File: src/rtl/pump_link_pkg.sv
// Purpose: shared constants and helpers for the pump serial framer
// Assumes: byte stream from a uart on the same clock
// Notes: all register offsets are byte addresses on a 32-bit bus
package pump_link_pkg;
  // ---------------------------------------------------------------
  // frame layout
  // ---------------------------------------------------------------
  localparam logic [7:0] HDR0 = 8'h4d;
  localparam logic [7:0] HDR1 = 8'h4a;
  localparam logic [7:0] TERM = 8'h0d;
  localparam logic [15:0] ID_DEFAULT = 16'h3031;
  localparam logic [15:0] ID_CONFIG = 16'h3939;
  localparam logic [5:0] ID_MAX = 6'd32;
  localparam int SUB_MAX = 16;
  localparam int BODY_MAX = SUB_MAX + 4;
  localparam logic [4:0] FIXED_LEN = 5'd4;
  // ---------------------------------------------------------------
  // command and answer codes
  // ---------------------------------------------------------------
  localparam logic [15:0] CMD_CLAIM = 16'h4c4e;
  localparam logic [15:0] CMD_RELEASE = 16'h4c46;
  localparam logic [15:0] CMD_MODE_QUERY = 16'h4c53;
  localparam logic [15:0] CMD_START = 16'h5254;
  localparam logic [15:0] CMD_STOP = 16'h5250;
  localparam logic [15:0] CMD_RESET = 16'h5252;
  localparam logic [15:0] ANS_LOCAL = 16'h4c4c;
  localparam logic [15:0] ANS_REMOTE = 16'h4c52;
  localparam logic [15:0] ANS_SERIAL = 16'h4c44;
  localparam logic [15:0] ANS_INVALID = 16'h5256;
  // ---------------------------------------------------------------
  // register map
  // ---------------------------------------------------------------
  localparam logic [7:0] REG_CTRL = 8'h00;
  localparam logic [7:0] REG_STATUS = 8'h04;
  localparam logic [7:0] REG_RXCMD = 8'h08;
  localparam logic [7:0] REG_TXCMD = 8'h0c;
  localparam logic [7:0] REG_RXDATA = 8'h10;
  localparam logic [7:0] REG_TXDATA = 8'h20;
  localparam int CTRL_MULTI = 0;
  localparam int CTRL_REMOTE = 1;
  localparam int CTRL_ID_LSB = 8;
  localparam logic [31:0] CTRL_RESET = 32'h0000_0100;
  localparam int TX_ANSWER_GO = 31;
  localparam int TX_EVENT_GO = 30;
  localparam logic [1:0] RESP_OKAY = 2'b00;
  localparam logic [1:0] RESP_SLVERR = 2'b10;
  // ---------------------------------------------------------------
  // timing
  // ---------------------------------------------------------------
  localparam int CLK_MHZ = 200;
  localparam int ANSWER_TIMEOUT_MS = 1000;
  localparam int ANSWER_TIMEOUT_CYC = ANSWER_TIMEOUT_MS * CLK_MHZ * 1000;

  typedef enum logic [1:0] {MODE_LOCAL, MODE_REMOTE, MODE_SERIAL} mode_e;

  function automatic logic [7:0] hexChar(input logic [3:0] n);
    hexChar = (n < 4'd10) ? 8'h30 + {4'h0, n} : 8'h57 + {4'h0, n};
  endfunction

  // bit 4 flags a character that is no hex digit; either case accepted
  function automatic logic [4:0] hexVal(input logic [7:0] c);
    if (c >= 8'h30 && c <= 8'h39) hexVal = {1'b0, c[3:0]};
    else if ((c | 8'h20) >= 8'h61 && (c | 8'h20) <= 8'h66)
      hexVal = {1'b0, c[3:0] + 4'd9};
    else hexVal = 5'h10;
  endfunction

  function automatic logic [15:0] decId(input logic [5:0] n);
    logic [5:0] tens;
    tens = (n >= 6'd30) ? 6'd3 : (n >= 6'd20) ? 6'd2 :
           (n >= 6'd10) ? 6'd1 : 6'd0;
    decId = {8'h30 + {5'h0, tens[2:0]},
             8'h30 + {4'h0, 4'(n - 6'(tens * 6'd10))}};
  endfunction
endpackage

File: src/rtl/frame_receiver.sv
// Purpose: hunts frame headers and collects one command frame
// Assumes: one byte per rxValid pulse
// Notes: the checksum test runs when the terminator arrives
`timescale 1ns/1ps
module frame_receiver (
  input wire logic clk,
  input wire logic rst,
  input wire logic [7:0] rxByte,
  input wire logic rxValid,
  output logic frameDone,
  output logic cksOk,
  output logic [15:0] frameId,
  output logic [15:0] frameCode,
  output logic [8*pump_link_pkg::SUB_MAX-1:0] frameSub,
  output logic [4:0] subLen
);
  import pump_link_pkg::*;
  typedef enum {HUNT, HDR, ID0, ID1, BODY} rx_e;
  rx_e state;
  logic [7:0] body [BODY_MAX];
  logic [4:0] cnt;
  logic [7:0] sum, p1, p2;
  logic ovf;
  logic [4:0] hiV, loV;

  assign hiV = hexVal(p2);
  assign loV = hexVal(p1);

  always_ff @(posedge clk) begin
    frameDone <= 1'b0;
    if (rst) begin
      state <= HUNT;
      cnt <= 5'd0;
      sum <= 8'h00;
      p1 <= 8'h00;
      p2 <= 8'h00;
      ovf <= 1'b0;
      cksOk <= 1'b0;
      frameId <= 16'h0000;
      frameCode <= 16'h0000;
      frameSub <= '0;
      subLen <= 5'd0;
    end else if (rxValid) begin
      case (state)
        HUNT: if (rxByte == HDR0) state <= HDR;
        HDR: begin
          if (rxByte == HDR1) state <= ID0;
          else if (rxByte != HDR0) state <= HUNT;
          sum <= HDR0 + HDR1;
        end
        ID0: begin
          frameId[15:8] <= rxByte;
          sum <= sum + rxByte;
          state <= ID1;
        end
        ID1: begin
          frameId[7:0] <= rxByte;
          sum <= sum + rxByte;
          cnt <= 5'd0;
          ovf <= 1'b0;
          state <= BODY;
        end
        BODY: begin
          if (rxByte == TERM) begin
            // short or overlong frames vanish without a trace
            frameDone <= (cnt >= FIXED_LEN) && !ovf;
            cksOk <= !hiV[4] && !loV[4] &&
                     (sum - p1 - p2) == {hiV[3:0], loV[3:0]};
            frameCode <= {body[0], body[1]};
            for (int i = 0; i < SUB_MAX; i++)
              frameSub[8*i +: 8] <= body[i+2];
            subLen <= cnt - FIXED_LEN;
            state <= HUNT;
          end else begin
            if (cnt == 5'(BODY_MAX)) ovf <= 1'b1;
            else cnt <= cnt + 5'd1;
            sum <= sum + rxByte;
            p2 <= p1;
            p1 <= rxByte;
          end
        end
        default: state <= HUNT;
      endcase
    end
  end

  always_ff @(posedge clk) begin
    if (state == BODY && rxValid && rxByte != TERM &&
        cnt < 5'(BODY_MAX))
      body[cnt] <= rxByte;
  end
endmodule

File: src/rtl/frame_sender.sv
// Purpose: serialises one frame with header, checksum and terminator
// Assumes: sink takes bytes by txValid and txReady
// Notes: checksum accumulates as bytes leave
`timescale 1ns/1ps
module frame_sender (
  input wire logic clk,
  input wire logic rst,
  input wire logic start,
  input wire logic [15:0] id,
  input wire logic [15:0] code,
  input wire logic [8*pump_link_pkg::SUB_MAX-1:0] sub,
  input wire logic [4:0] len,
  output logic [7:0] txByte,
  output logic txValid,
  input wire logic txReady,
  output logic busy,
  output logic done
);
  import pump_link_pkg::*;
  logic [15:0] idQ, codeQ;
  logic [8*SUB_MAX-1:0] subQ;
  logic [4:0] lenQ, idx;
  logic [7:0] sum, next_sum;
  logic [5:0] last;

  function automatic logic [7:0] byteAt(input logic [4:0] k,
                                        input logic [7:0] s);
    if (k == 5'd1) byteAt = HDR1;
    else if (k == 5'd2) byteAt = idQ[15:8];
    else if (k == 5'd3) byteAt = idQ[7:0];
    else if (k == 5'd4) byteAt = codeQ[15:8];
    else if (k == 5'd5) byteAt = codeQ[7:0];
    else if (k < lenQ + 5'd6) byteAt = subQ[8*(k-5'd6) +: 8];
    else if (k == lenQ + 5'd6) byteAt = hexChar(s[7:4]);
    else if (k == lenQ + 5'd7) byteAt = hexChar(s[3:0]);
    else byteAt = TERM;
  endfunction

  assign txValid = busy;
  assign last = {1'b0, lenQ} + 6'd8;
  assign next_sum = (idx < lenQ + 5'd6) ? sum + txByte : sum;

  always_ff @(posedge clk) begin
    done <= 1'b0;
    if (rst) begin
      busy <= 1'b0;
      idx <= 5'd0;
      sum <= 8'h00;
      txByte <= 8'h00;
      idQ <= 16'h0000;
      codeQ <= 16'h0000;
      subQ <= '0;
      lenQ <= 5'd0;
    end else if (!busy) begin
      if (start) begin
        busy <= 1'b1;
        idx <= 5'd0;
        sum <= 8'h00;
        txByte <= HDR0;
        idQ <= id;
        codeQ <= code;
        subQ <= sub;
        lenQ <= (len > 5'(SUB_MAX)) ? 5'(SUB_MAX) : len;
      end
    end else if (txReady) begin
      if ({1'b0, idx} == last) begin
        busy <= 1'b0;
        done <= 1'b1;
      end else begin
        idx <= idx + 5'd1;
        sum <= next_sum;
        txByte <= byteAt(idx + 5'd1, next_sum);
      end
    end
  end
endmodule

File: src/rtl/pump_serial_message_framer.sv
// Purpose: command and answer framing for the pump serial link
// Assumes: uart bytes on clk; axi4-lite register access
// Notes: control commands reach software only in serial mode
// What this block does
// - frames start with 4d 4a and end with 0d.
// - header, id, command, sub-command, checksum, terminator in order.
// - with multi-drop off the network id is 01.
// - with multi-drop on the id is decimal 01 to 32.
// - link configuration frames use id 99.
// - multi-drop on checks the id and suppresses event messages.
// - new commands discarded while an answer is pending.
// - after the answer timeout new commands are accepted again.
// - normal answers begin within 100 ms of the command; software answers may start up to the 1000 ms timeout.
// - checksum is low byte of sum from header to sub-command.
// - host sends the claim command before control commands.
// - start, stop, reset accepted only in serial mode.
// - serial mode may be entered only from remote mode.
// - claim, release and mode query answered with the mode.
`timescale 1ns/1ps
module pump_serial_message_framer #(
  parameter int TIMEOUT_CYC = pump_link_pkg::ANSWER_TIMEOUT_CYC
) (
  input wire logic clk,
  input wire logic rst,
  input wire logic [7:0] rxByte,
  input wire logic rxValid,
  output logic [7:0] txByte,
  output logic txValid,
  input wire logic txReady,
  input wire logic [7:0] s_axi_awaddr,
  input wire logic s_axi_awvalid,
  output logic s_axi_awready,
  input wire logic [31:0] s_axi_wdata,
  input wire logic [3:0] s_axi_wstrb,
  input wire logic s_axi_wvalid,
  output logic s_axi_wready,
  output logic [1:0] s_axi_bresp,
  output logic s_axi_bvalid,
  input wire logic s_axi_bready,
  input wire logic [7:0] s_axi_araddr,
  input wire logic s_axi_arvalid,
  output logic s_axi_arready,
  output logic [31:0] s_axi_rdata,
  output logic [1:0] s_axi_rresp,
  output logic s_axi_rvalid,
  input wire logic s_axi_rready
);
  import pump_link_pkg::*;

  // ---------------------------------------------------------------
  // declarations
  // ---------------------------------------------------------------
  logic frameDone, cksOk;
  logic [15:0] frameId, frameCode;
  logic [8*SUB_MAX-1:0] frameSub, txData, rxData, sendSub;
  logic [4:0] frameLen, rxLen, txLen, sendLen;
  logic [31:0] ctrl;
  logic [15:0] rxCode, txCode, ownId, ansId, autoCode;
  logic [15:0] sendId, sendCode;
  logic serialOn, pending, cmdAvail, idOk, accept, isAuto;
  logic autoReq, swReq, evReq, sendStart, txBusy, txDone;
  logic [1:0] sendKind, activeKind;
  logic [27:0] waitCnt;
  logic [7:0] dropCnt;
  logic awHeld, wHeld, doWrite;
  logic [7:0] awAddr;
  logic [31:0] wData;
  logic [3:0] wStrb;
  logic [31:0] next_rdata;
  logic next_rerr;
  mode_e mode;

  localparam logic [1:0] KIND_AUTO = 2'd0;
  localparam logic [1:0] KIND_SW = 2'd1;
  localparam logic [1:0] KIND_EVENT = 2'd2;

  function automatic logic [31:0] merge(input logic [31:0] old,
                                        input logic [31:0] nw,
                                        input logic [3:0] be);
    for (int i = 0; i < 4; i++)
      merge[8*i +: 8] = be[i] ? nw[8*i +: 8] : old[8*i +: 8];
  endfunction

  // ---------------------------------------------------------------
  // framing engines
  // ---------------------------------------------------------------
  frame_receiver u_rx (
    .clk(clk),
    .rst(rst),
    .rxByte(rxByte),
    .rxValid(rxValid),
    .frameDone(frameDone),
    .cksOk(cksOk),
    .frameId(frameId),
    .frameCode(frameCode),
    .frameSub(frameSub),
    .subLen(frameLen)
  );

  frame_sender u_tx (
    .clk(clk),
    .rst(rst),
    .start(sendStart),
    .id(sendId),
    .code(sendCode),
    .sub(sendSub),
    .len(sendLen),
    .txByte(txByte),
    .txValid(txValid),
    .txReady(txReady),
    .busy(txBusy),
    .done(txDone)
  );

  // ---------------------------------------------------------------
  // addressing and mode
  // ---------------------------------------------------------------
  always_comb begin
    ownId = ID_DEFAULT;
    if (ctrl[CTRL_MULTI] && ctrl[CTRL_ID_LSB +: 6] != 6'd0 &&
        ctrl[CTRL_ID_LSB +: 6] <= ID_MAX)
      ownId = decId(ctrl[CTRL_ID_LSB +: 6]);
  end

  assign idOk = (frameId == ownId) || (frameId == ID_CONFIG);
  assign accept = frameDone && cksOk && idOk && !pending;

  // serial mode drops back to local when the remote switch opens
  assign mode = !ctrl[CTRL_REMOTE] ? MODE_LOCAL :
                serialOn ? MODE_SERIAL : MODE_REMOTE;

  always_ff @(posedge clk) begin
    if (rst) serialOn <= 1'b0;
    else if (!ctrl[CTRL_REMOTE]) serialOn <= 1'b0;
    else if (accept && frameCode == CMD_CLAIM) serialOn <= 1'b1;
    else if (accept && frameCode == CMD_RELEASE) serialOn <= 1'b0;
  end

  // ---------------------------------------------------------------
  // command dispatch
  // ---------------------------------------------------------------
  always_comb begin
    isAuto = 1'b1;
    autoCode = ANS_INVALID;
    case (frameCode)
      CMD_CLAIM: autoCode = ctrl[CTRL_REMOTE] ? ANS_SERIAL : ANS_LOCAL;
      CMD_RELEASE: autoCode = ctrl[CTRL_REMOTE] ? ANS_REMOTE : ANS_LOCAL;
      CMD_MODE_QUERY: begin
        autoCode = (mode == MODE_SERIAL) ? ANS_SERIAL :
                   (mode == MODE_REMOTE) ? ANS_REMOTE : ANS_LOCAL;
      end
      CMD_START, CMD_STOP, CMD_RESET: begin
        isAuto = mode != MODE_SERIAL;
      end
      default: isAuto = 1'b0;
    endcase
  end

  always_ff @(posedge clk) begin
    if (rst) begin
      pending <= 1'b0;
      waitCnt <= 28'd0;
      ansId <= ID_DEFAULT;
      autoReq <= 1'b0;
      rxCode <= 16'h0000;
      rxData <= '0;
      rxLen <= 5'd0;
    end else if (accept) begin
      pending <= 1'b1;
      waitCnt <= 28'd0;
      ansId <= frameId;
      autoReq <= isAuto;
      if (!isAuto) begin
        rxCode <= frameCode;
        rxData <= frameSub;
        rxLen <= frameLen;
      end
    end else begin
      if (sendStart && sendKind == KIND_AUTO) autoReq <= 1'b0;
      if (txDone && activeKind != KIND_EVENT) pending <= 1'b0;
      else if (pending && waitCnt == 28'(TIMEOUT_CYC - 1)) begin
        pending <= 1'b0;
        autoReq <= 1'b0;
      end else if (pending) waitCnt <= waitCnt + 28'd1;
    end
  end

  // set on accept wins over a software clear in the same cycle
  always_ff @(posedge clk) begin
    if (rst) cmdAvail <= 1'b0;
    else if (accept && !isAuto) cmdAvail <= 1'b1;
    else if (doWrite && awAddr == REG_TXCMD && wStrb[3] &&
             wData[TX_ANSWER_GO]) cmdAvail <= 1'b0;
    else if (!pending) cmdAvail <= 1'b0;
  end

  always_ff @(posedge clk) begin
    if (rst) dropCnt <= 8'h00;
    else if (frameDone && !accept) dropCnt <= dropCnt + 8'h01;
  end

  // ---------------------------------------------------------------
  // answer and event launch
  // ---------------------------------------------------------------
  assign sendKind = autoReq ? KIND_AUTO : swReq ? KIND_SW : KIND_EVENT;
  assign sendStart = !txBusy && (autoReq || swReq || evReq);
  assign sendId = (sendKind == KIND_EVENT) ? ownId : ansId;
  assign sendCode = (sendKind == KIND_AUTO) ? autoCode : txCode;
  assign sendSub = txData;
  assign sendLen = (sendKind == KIND_AUTO) ? 5'd0 : txLen;

  always_ff @(posedge clk) begin
    if (rst) activeKind <= KIND_AUTO;
    else if (sendStart) activeKind <= sendKind;
  end

  always_ff @(posedge clk) begin
    if (rst) begin
      swReq <= 1'b0;
      evReq <= 1'b0;
    end else begin
      if (doWrite && awAddr == REG_TXCMD && wStrb[3]) begin
        if (wData[TX_ANSWER_GO] && pending) swReq <= 1'b1;
        if (wData[TX_EVENT_GO] && !ctrl[CTRL_MULTI])
          evReq <= 1'b1;
      end else begin
        if (sendStart && sendKind == KIND_SW) swReq <= 1'b0;
        if (sendStart && sendKind == KIND_EVENT) evReq <= 1'b0;
        if (!pending) swReq <= 1'b0;
        if (ctrl[CTRL_MULTI]) evReq <= 1'b0;
      end
    end
  end

  // ---------------------------------------------------------------
  // axi4-lite slave
  // ---------------------------------------------------------------
  assign s_axi_awready = !awHeld;
  assign s_axi_wready = !wHeld;
  assign s_axi_arready = !s_axi_rvalid;
  assign doWrite = awHeld && wHeld && !s_axi_bvalid;

  always_ff @(posedge clk) begin
    if (rst) begin
      awHeld <= 1'b0;
      wHeld <= 1'b0;
      awAddr <= 8'h00;
      wData <= 32'h0000_0000;
      wStrb <= 4'h0;
      s_axi_bvalid <= 1'b0;
      s_axi_bresp <= RESP_OKAY;
    end else begin
      if (s_axi_awvalid && !awHeld) begin
        awHeld <= 1'b1;
        awAddr <= {s_axi_awaddr[7:2], 2'b00};
      end
      if (s_axi_wvalid && !wHeld) begin
        wHeld <= 1'b1;
        wData <= s_axi_wdata;
        wStrb <= s_axi_wstrb;
      end
      if (doWrite) begin
        awHeld <= 1'b0;
        wHeld <= 1'b0;
        s_axi_bvalid <= 1'b1;
        s_axi_bresp <= (awAddr <= REG_TXCMD ||
                        awAddr[7:4] == REG_TXDATA[7:4]) &&
                       awAddr != REG_STATUS && awAddr != REG_RXCMD ?
                       RESP_OKAY : RESP_SLVERR;
      end else if (s_axi_bready) s_axi_bvalid <= 1'b0;
    end
  end

  always_ff @(posedge clk) begin
    if (rst) begin
      ctrl <= CTRL_RESET;
      txCode <= 16'h0000;
      txLen <= 5'd0;
      txData <= '0;
    end else if (doWrite) begin
      if (awAddr == REG_CTRL) ctrl <= merge(ctrl, wData, wStrb);
      if (awAddr == REG_TXCMD) begin
        if (wStrb[0]) txCode[7:0] <= wData[7:0];
        if (wStrb[1]) txCode[15:8] <= wData[15:8];
        if (wStrb[2]) txLen <= wData[20:16];
      end
      if (awAddr[7:4] == REG_TXDATA[7:4])
        txData[32*awAddr[3:2] +: 32] <=
          merge(txData[32*awAddr[3:2] +: 32], wData, wStrb);
    end
  end

  always_comb begin
    next_rdata = 32'h0000_0000;
    next_rerr = 1'b0;
    if (s_axi_araddr[7:4] == REG_RXDATA[7:4])
      next_rdata = rxData[32*s_axi_araddr[3:2] +: 32];
    else if (s_axi_araddr[7:4] == REG_TXDATA[7:4])
      next_rdata = txData[32*s_axi_araddr[3:2] +: 32];
    else begin
      case ({s_axi_araddr[7:2], 2'b00})
        REG_CTRL: next_rdata = ctrl;
        REG_STATUS: next_rdata = {16'h0000, dropCnt, 2'b00, evReq,
                                  txBusy, cmdAvail, pending,
                                  2'(mode)};
        REG_RXCMD: next_rdata = {11'h000, rxLen, rxCode};
        REG_TXCMD: next_rdata = {11'h000, txLen, txCode};
        default: next_rerr = 1'b1;
      endcase
    end
  end

  always_ff @(posedge clk) begin
    if (rst) begin
      s_axi_rvalid <= 1'b0;
      s_axi_rdata <= 32'h0000_0000;
      s_axi_rresp <= RESP_OKAY;
    end else if (s_axi_arvalid && !s_axi_rvalid) begin
      s_axi_rvalid <= 1'b1;
      s_axi_rdata <= next_rdata;
      s_axi_rresp <= next_rerr ? RESP_SLVERR : RESP_OKAY;
    end else if (s_axi_rready) s_axi_rvalid <= 1'b0;
  end
endmodule

File: config.mk
export PLATFORM = sky130hd
export DESIGN_NAME = pump_serial_message_framer
export DESIGN_NICKNAME = d
export VERILOG_FILES = /design/src/rtl/pump_link_pkg.sv /design/src/rtl/frame_receiver.sv /design/src/rtl/frame_sender.sv /design/src/rtl/pump_serial_message_framer.sv
export SDC_FILE = /design/constraint.sdc
export NUM_CORES = 2
export LEC_CHECK = 0
export BUFFER_PORTS_ARGS = -buffer_cell sky130_fd_sc_hd__buf_2
export CAP_MARGIN = 25
export CORE_MARGIN = 3
export CORE_UTILIZATION = 60
export DETAILED_ROUTE_END_ITERATION = 8
export PLACE_DENSITY = 0.84
export SYNTH_ARGS = -nofsm -noshare
export SYNTH_HDL_FRONTEND = slang
export SYNTH_SLANG_ARGS = --single-unit
File: constraint.sdc
create_clock -name clk -period 10.35 [get_ports clk]
set_clock_uncertainty 0.1 [all_clocks]
set_input_delay 2.07 -clock clk [delete_from_list [all_inputs] [get_ports clk]]
set_output_delay 2.07 -clock clk [all_outputs]
set_load 0.05 [all_outputs]
* Word-level counts from Yosys, hierarchy flattened
Memory sizes are Yosys's and may differ from the RTL's. A register that Yosys moved wholly into a read port is not among the register bits.
Cells that the tools add are included.
** Storage, ports and cells
- Memory bits (read-only) :: 0
- Memories kept :: 1
- Word-level logic and storage cells :: 366
- Bits in latches :: 0
- Bits in registers :: 745
- Input bits :: 69
- RAM bits :: 160
** Operators by class
- Multiply operators :: 1
- Add/sub/neg operators :: 23
- Bitwise operators :: 9
- Mux-type cells :: 102
- Reduce and logical (&&, ||, !) cells :: 97
- Shift operators :: 6
- Divide/modulo/power cells :: 0
- $lt $le $gt $ge :: 20
- Eq/ne operators :: 56
** Memory list
- u_rx.body :: depth 20, bits a word 8, read ports 18, clocked after memory_dff 18, wr ports 1, line frame_receiver.sv:20 : logic [7:0] body [BODY_MAX];
** Operators with widths (count)
- $shiftx A128 B8 Y32 :: 3
- $mux W32 :: 6
- $mux W8 :: 24
- $pmux W32 S5 :: 1
- $bwmux W128 :: 1
- $pmux W32 S4 :: 1
- $shift A32 B34 Y128 const A :: 1
- $shiftx A128 B33 Y8 :: 1
- $shiftx A32 B34 Y128 :: 1
- $eq A16 B15 Y1 const B :: 6
- $mux W5 :: 15
- $eq A32 B2 Y1 const B :: 2
- $pmux W13 S3 :: 1
- $logic_and A1 B1 Y1 :: 37
- $mux W1 :: 37
- $reduce_and A3 Y1 :: 12
- $neg A7 Y34 :: 1
- $eq A32 B1 Y1 const B :: 1
- $eq A32 B3 Y1 const B :: 1
- $eq A32 B4 Y1 const B :: 1
- $logic_not A32 Y1 :: 1
- $mux W16 :: 2
- $add A28 B1 Y28 const B :: 1
- $eq A28 B28 Y1 const B :: 1
- other kinds (71) :: 156

* Logic depth before layout (Yosys ltp)
- Depth after elaboration :: 16
- Depth in mapped cells :: 17
- Depth with buffers taken out :: 14

* By module
A second synthesis with hierarchy kept.
** Second synthesis, totals
- Cells, all modules :: 4791
- Area, all modules :: 43820.8 um^2
** Modules (own cells, without submodules)
- pump_serial_message_framer :: cells each 2421, times used 1, area each 21614.5 um^2
- frame_receiver :: cells each 1218, times used 1, area each 12774.8 um^2
- frame_sender :: cells each 1152, times used 1, area each 9431.5 um^2

* Worst setup path before layout
OpenSTA, ideal clock, no wires.
- Path kind :: input to register
- From :: input s_axi_araddr[2]
- To :: register s_axi_rdata[10]
- Stages on the path :: 8
- Setup slack :: 5.928 ns
- Arrival time :: 4.194 ns
- Path through :: clkbuf_1 > buf_1 > buf_1 > mux4_2 > inv_1 > o22ai_1 > a22oi_1 > nor2_1
** Between the ends
- Longest elaborated chain between the ends :: 4
- Elaborated cells between the ends (all ways) :: 9
** RTL lines
- start, declared :: line pump_serial_message_framer.sv:40 : input wire logic [7:0] s_axi_araddr,
- branches (longest 3 deep; another with $shiftx A128 B8 Y32)
- $mux W32 (*) :: line pump_serial_message_framer.sv:296 : if (s_axi_araddr[7:4] == REG_RXDATA[7:4])
- end signal, assigned :: line pump_serial_message_framer.sv:320 : s_axi_rdata <= next_rdata;
- end, declared :: line pump_serial_message_framer.sv:43 : output logic [31:0] s_axi_rdata,
Mark *: on every way between the ends.
A chain may end at the register's enable or synchronous reset.

* Worst setup path after layout
- From :: input rxByte[3]
- To :: register u_rx.frameSub[88] (netlist bit) (read register of u_rx.body)
** Between the ends
- Longest elaborated chain between the ends :: 2
** RTL lines
- start, declared :: line pump_serial_message_framer.sv:25 : input wire logic [7:0] rxByte,
- $eq A8 B4 Y1 :: line frame_receiver.sv:64 : if (rxByte == TERM) begin
- $reduce_and A3 Y1 (no source line)
- end, declared :: line frame_receiver.sv:14 : output logic [8*pump_link_pkg::SUB_MAX-1:0] frameSub,
Every way passes these cells.

==> key figures <==
Status
  – Status: complete, no violations

Power and ir drop
  – Total Power Consumption: 0.00793 W
  – Worst vdd ir: 175 uV
  – P_leak: 17.5 nW
  – PwrDens: 167 mW/mm^2

STA
  – RSZ-0062 raised after global routing: false
  – Rel. slew slack: 22.1%
  – Final Setup Violations: 0
  – Fmax: 191 MHz
  – Crit path time final: 5.22 ns
  – Hold_ws: 0.328 ns
  – Final worst path period share: 50.5%
  – Hold Vio Cnt, Final: 0
  – Worst-Margin Slew: 1.17 ns
  – Post-route setup TNS: 0 ns
  – Slew Viols, Final: 0

Detailed routing
  – Final WL: 119000 um
  – Final ANT Viol Nets: 0
  – Vias/cell: 6.36
  – Remaining DRCs: 0
  – Via Count: 35014
  – Wirelength per Cell: 21.7 um
  – Drt first pass iters: 6
  – Starting DRT DRC Count: 4250

Clocking
  – Worst-path clk slew: 0.06 ns
  – Clock buffer count from CTS: 99
  – Worst skew pair latency: 0.68 ns
  – # resized after CTS: 0
  – CTS tree: yes
  – Largest buffer count on any clock path: 3
  – Clock H-tree levels: 3
  – Root Driver: clkbuf_16
  – Clk sink count: 1002
  – Post-CTS Setup Repair Bufs: 0
  – Hold_buf cts: 0

Yosys
  – Ys Warns: 0
  – Cells after synthesis: 4543
  – Main flop type after synthesis: dfxtp_1
  – Sequential fraction of the synthesis area: 49.7%
  – FFs w/ async S/R, synth: 0%
  – Synthesized cell area: 0.0432 sq mm
  – Synthesized area per cell: 9.52 sq um
  – Post-synth EDFFs: 144
  – Register bit total from synthesis: 1002
  – Cell variety after synth: 85

Run
  – Total of max-cap violations: 0

Worst setup path
  – Largest fanout on the critical path: 89
  – CP arrival: 5.69 ns
  – Worst Setup Start Kind: input pin
  – Setup CP Type: input pin to flop
  – Crit end category: flop
  – Critical Path RT: 10.82 ns

Final layout
  – # fillers: 5100
  – NumNets Final: 4620
  – Fraction of layout cells with a size suffix above 1: 11.9%
  – Synthesis-to-finish area growth: 10.0%

GRT
  – Initial antenna violation count: 4
  – Pin count of the biggest net entering global routing: 220
  – First-pass GRT wire length: 183000 um
  – Vias in the first global route: 32788
  – Total grt overflow: 0
  – GRT Util Overall: 30.9%

Place
  – GP Congestion: 0.967
  – DP Wirelength: 74100 um
  – Port Buffers: 112

Floorplanning
  – Die width: 274 um
  – Die ar.: 0.0753 sq mm
  – Initial Util: 61.1%
  – Die Y-Extent: 274 um
  – Number of top-level pins: 119
  – Row cnt: 97
  – Core area: 0.0708 sq mm

Min path
  – Worst min path class: flop to flop
state kept, by name (all words and copies together), names as in the netlist, 16 cells and up:
name / flops
rxCode: 16
u_rx.frameSub: 128
ansId: 16
u_rx.frameId: 16
u_rx.body: 144
ctrl: 32
wData: 32
rxData: 128
u_tx.codeQ: 16
txCode: 16
sendSub: 128
u_tx.idQ: 16
waitCnt: 28
s_axi_rdata: 32
u_tx.subQ: 128
u_rx.frameCode: 16
worst paths after layout:
kind	cells after the start	endpoint	slack [ns]	start
setup / recovery	7	u_rx.frameSub[88]$_SDFFE_PP0P_	5.13	rxByte[3]
hold / removal	2	ansId[6]$_SDFFE_PP0P_	0.33	ansId[6]$_SDFFE_PP0P_
setup reg to reg	11	u_tx.txByte[3]$_SDFFE_PP0P_	5.18	u_tx.idx[0]$_SDFFE_PP0P_
hold reg to reg	2	ansId[6]$_SDFFE_PP0P_	0.33	ansId[6]$_SDFFE_PP0P_
report_power, final:
group	leakage (nW)	switching [W]	internal, W
sequential	8.21	0.0000267	0.00396
clock	1.66	0.00157	0.00214
combinational	7.59	0.000182	0.0000605
critical path: stages:
cell	delay, ns
buf_2	0.46
nor4b_1	0.48
nor3b_1	0.55
and4_4	0.79
buf_4	0.85
nand2_1	0.17
a21oi_1	0.19
layout by cell type (no fill, tap or decap), types with 9 or more instances in the layout:
cell,netlist,layout
mux2_2,39,39
nand2b_1,19,19
nor2b_1,21,20
clkbuf_1,279,18
and2_1,11,11
a221oi_1,17,17
nand3b_1,12,12
xor2_1,28,28
ha_1,64,64
or3_1,11,11
mux4_2,141,141
fa_1,10,10
a211oi_1,25,25
xnor2_1,48,48
nand4_1,16,16
nor3_1,37,36
inv_1,89,89
nand3_1,118,118
o211ai_1,14,14
clkinv_2,0,19
nor2_1,518,517
nor3b_1,12,10
a21oi_1,489,489
o21bai_1,10,10
clkbuf_16,0,99
a311oi_1,9,9
dfxtp_1,858,855
and3_1,32,32
edfxtp_1,144,144
mux2i_1,213,213
a22oi_1,162,162
nand2_1,816,815
clkbuf_8,0,18
buf_2,15,110
buf_4,2,43
bufinv_16,0,9
o21ai_0,37,37
a31oi_1,9,9
o22ai_1,33,33
metal layers:
layer / wire [um] / part of all wire, % / track usage [%]
met3: 13300 / 11 / 7.25
met4: 6190 / 5.2 / 15.2
met2: 53800 / 45 / 47.8
met1: 46000 / 39 / 40.9
met5: 26 / 0.022 / 0
per-stage QoR:
step                std cells  instance area [sq um]  setup slack (ns)  utilization [%]
detailed placement       5313                  44100              4.55             62.4
global placement         5313                  44100              4.77             62.4
finish                   5506                  47600              5.13             67.2
floorplan                4544                  43200              5.93                -
CTS                      5499                  47500              5.20             67.2
global route             5502                  47600              4.89             67.2
cells in the mapped netlist, drive strengths merged (39+ instances only):
| cell | count | area [sq um] |
|---|---|---|
| a21oi | 489 | 2450 |
| a22oi | 162 | 1220 |
| buf | 50 | 289 |
| clkbuf | 279 | 1050 |
| dfxtp | 858 | 17200 |
| edfxtp | 144 | 4320 |
| ha | 64 | 801 |
| inv | 89 | 334 |
| mux2 | 39 | 439 |
| mux2i | 213 | 2130 |
| mux4 | 141 | 3180 |
| nand2 | 816 | 3060 |
| nand3 | 118 | 591 |
| nor2 | 518 | 1940 |
| o21ai | 40 | 200 |
| xnor2 | 48 | 420 |
cells by family (layout without fill, tap and decap cells):
kind of cell	Yosys count	count (layout)	share of synthesized area [%]
muxes	393	393	13.3
adders and majority gates	74	74	2.32
other	1	6	0.00867
and+or+nand+nor	1690	1690	16.6
buffers and inverters	418	436	3.86
DFF	1002	1002	49.7
xor gates and xnor gates	78	78	1.65
AOI/OAI and AO/OA	887	887	12.5
area by class of cell:
cell class	count	area [sq um]	share of cell area, %
diodes	4	10.0	0.0210
clock buffers	135	2790	5.87
clock inverters	51	598	1.26
inverters	89	334	0.702
multi-input cells	3124	20100	42.3
flip-flops and latches	1002	21500	45.2
well taps	940	1180	2.47
repair buffers	161	1020	2.14
No activity file was read; power rests on OpenSTA's default activity.
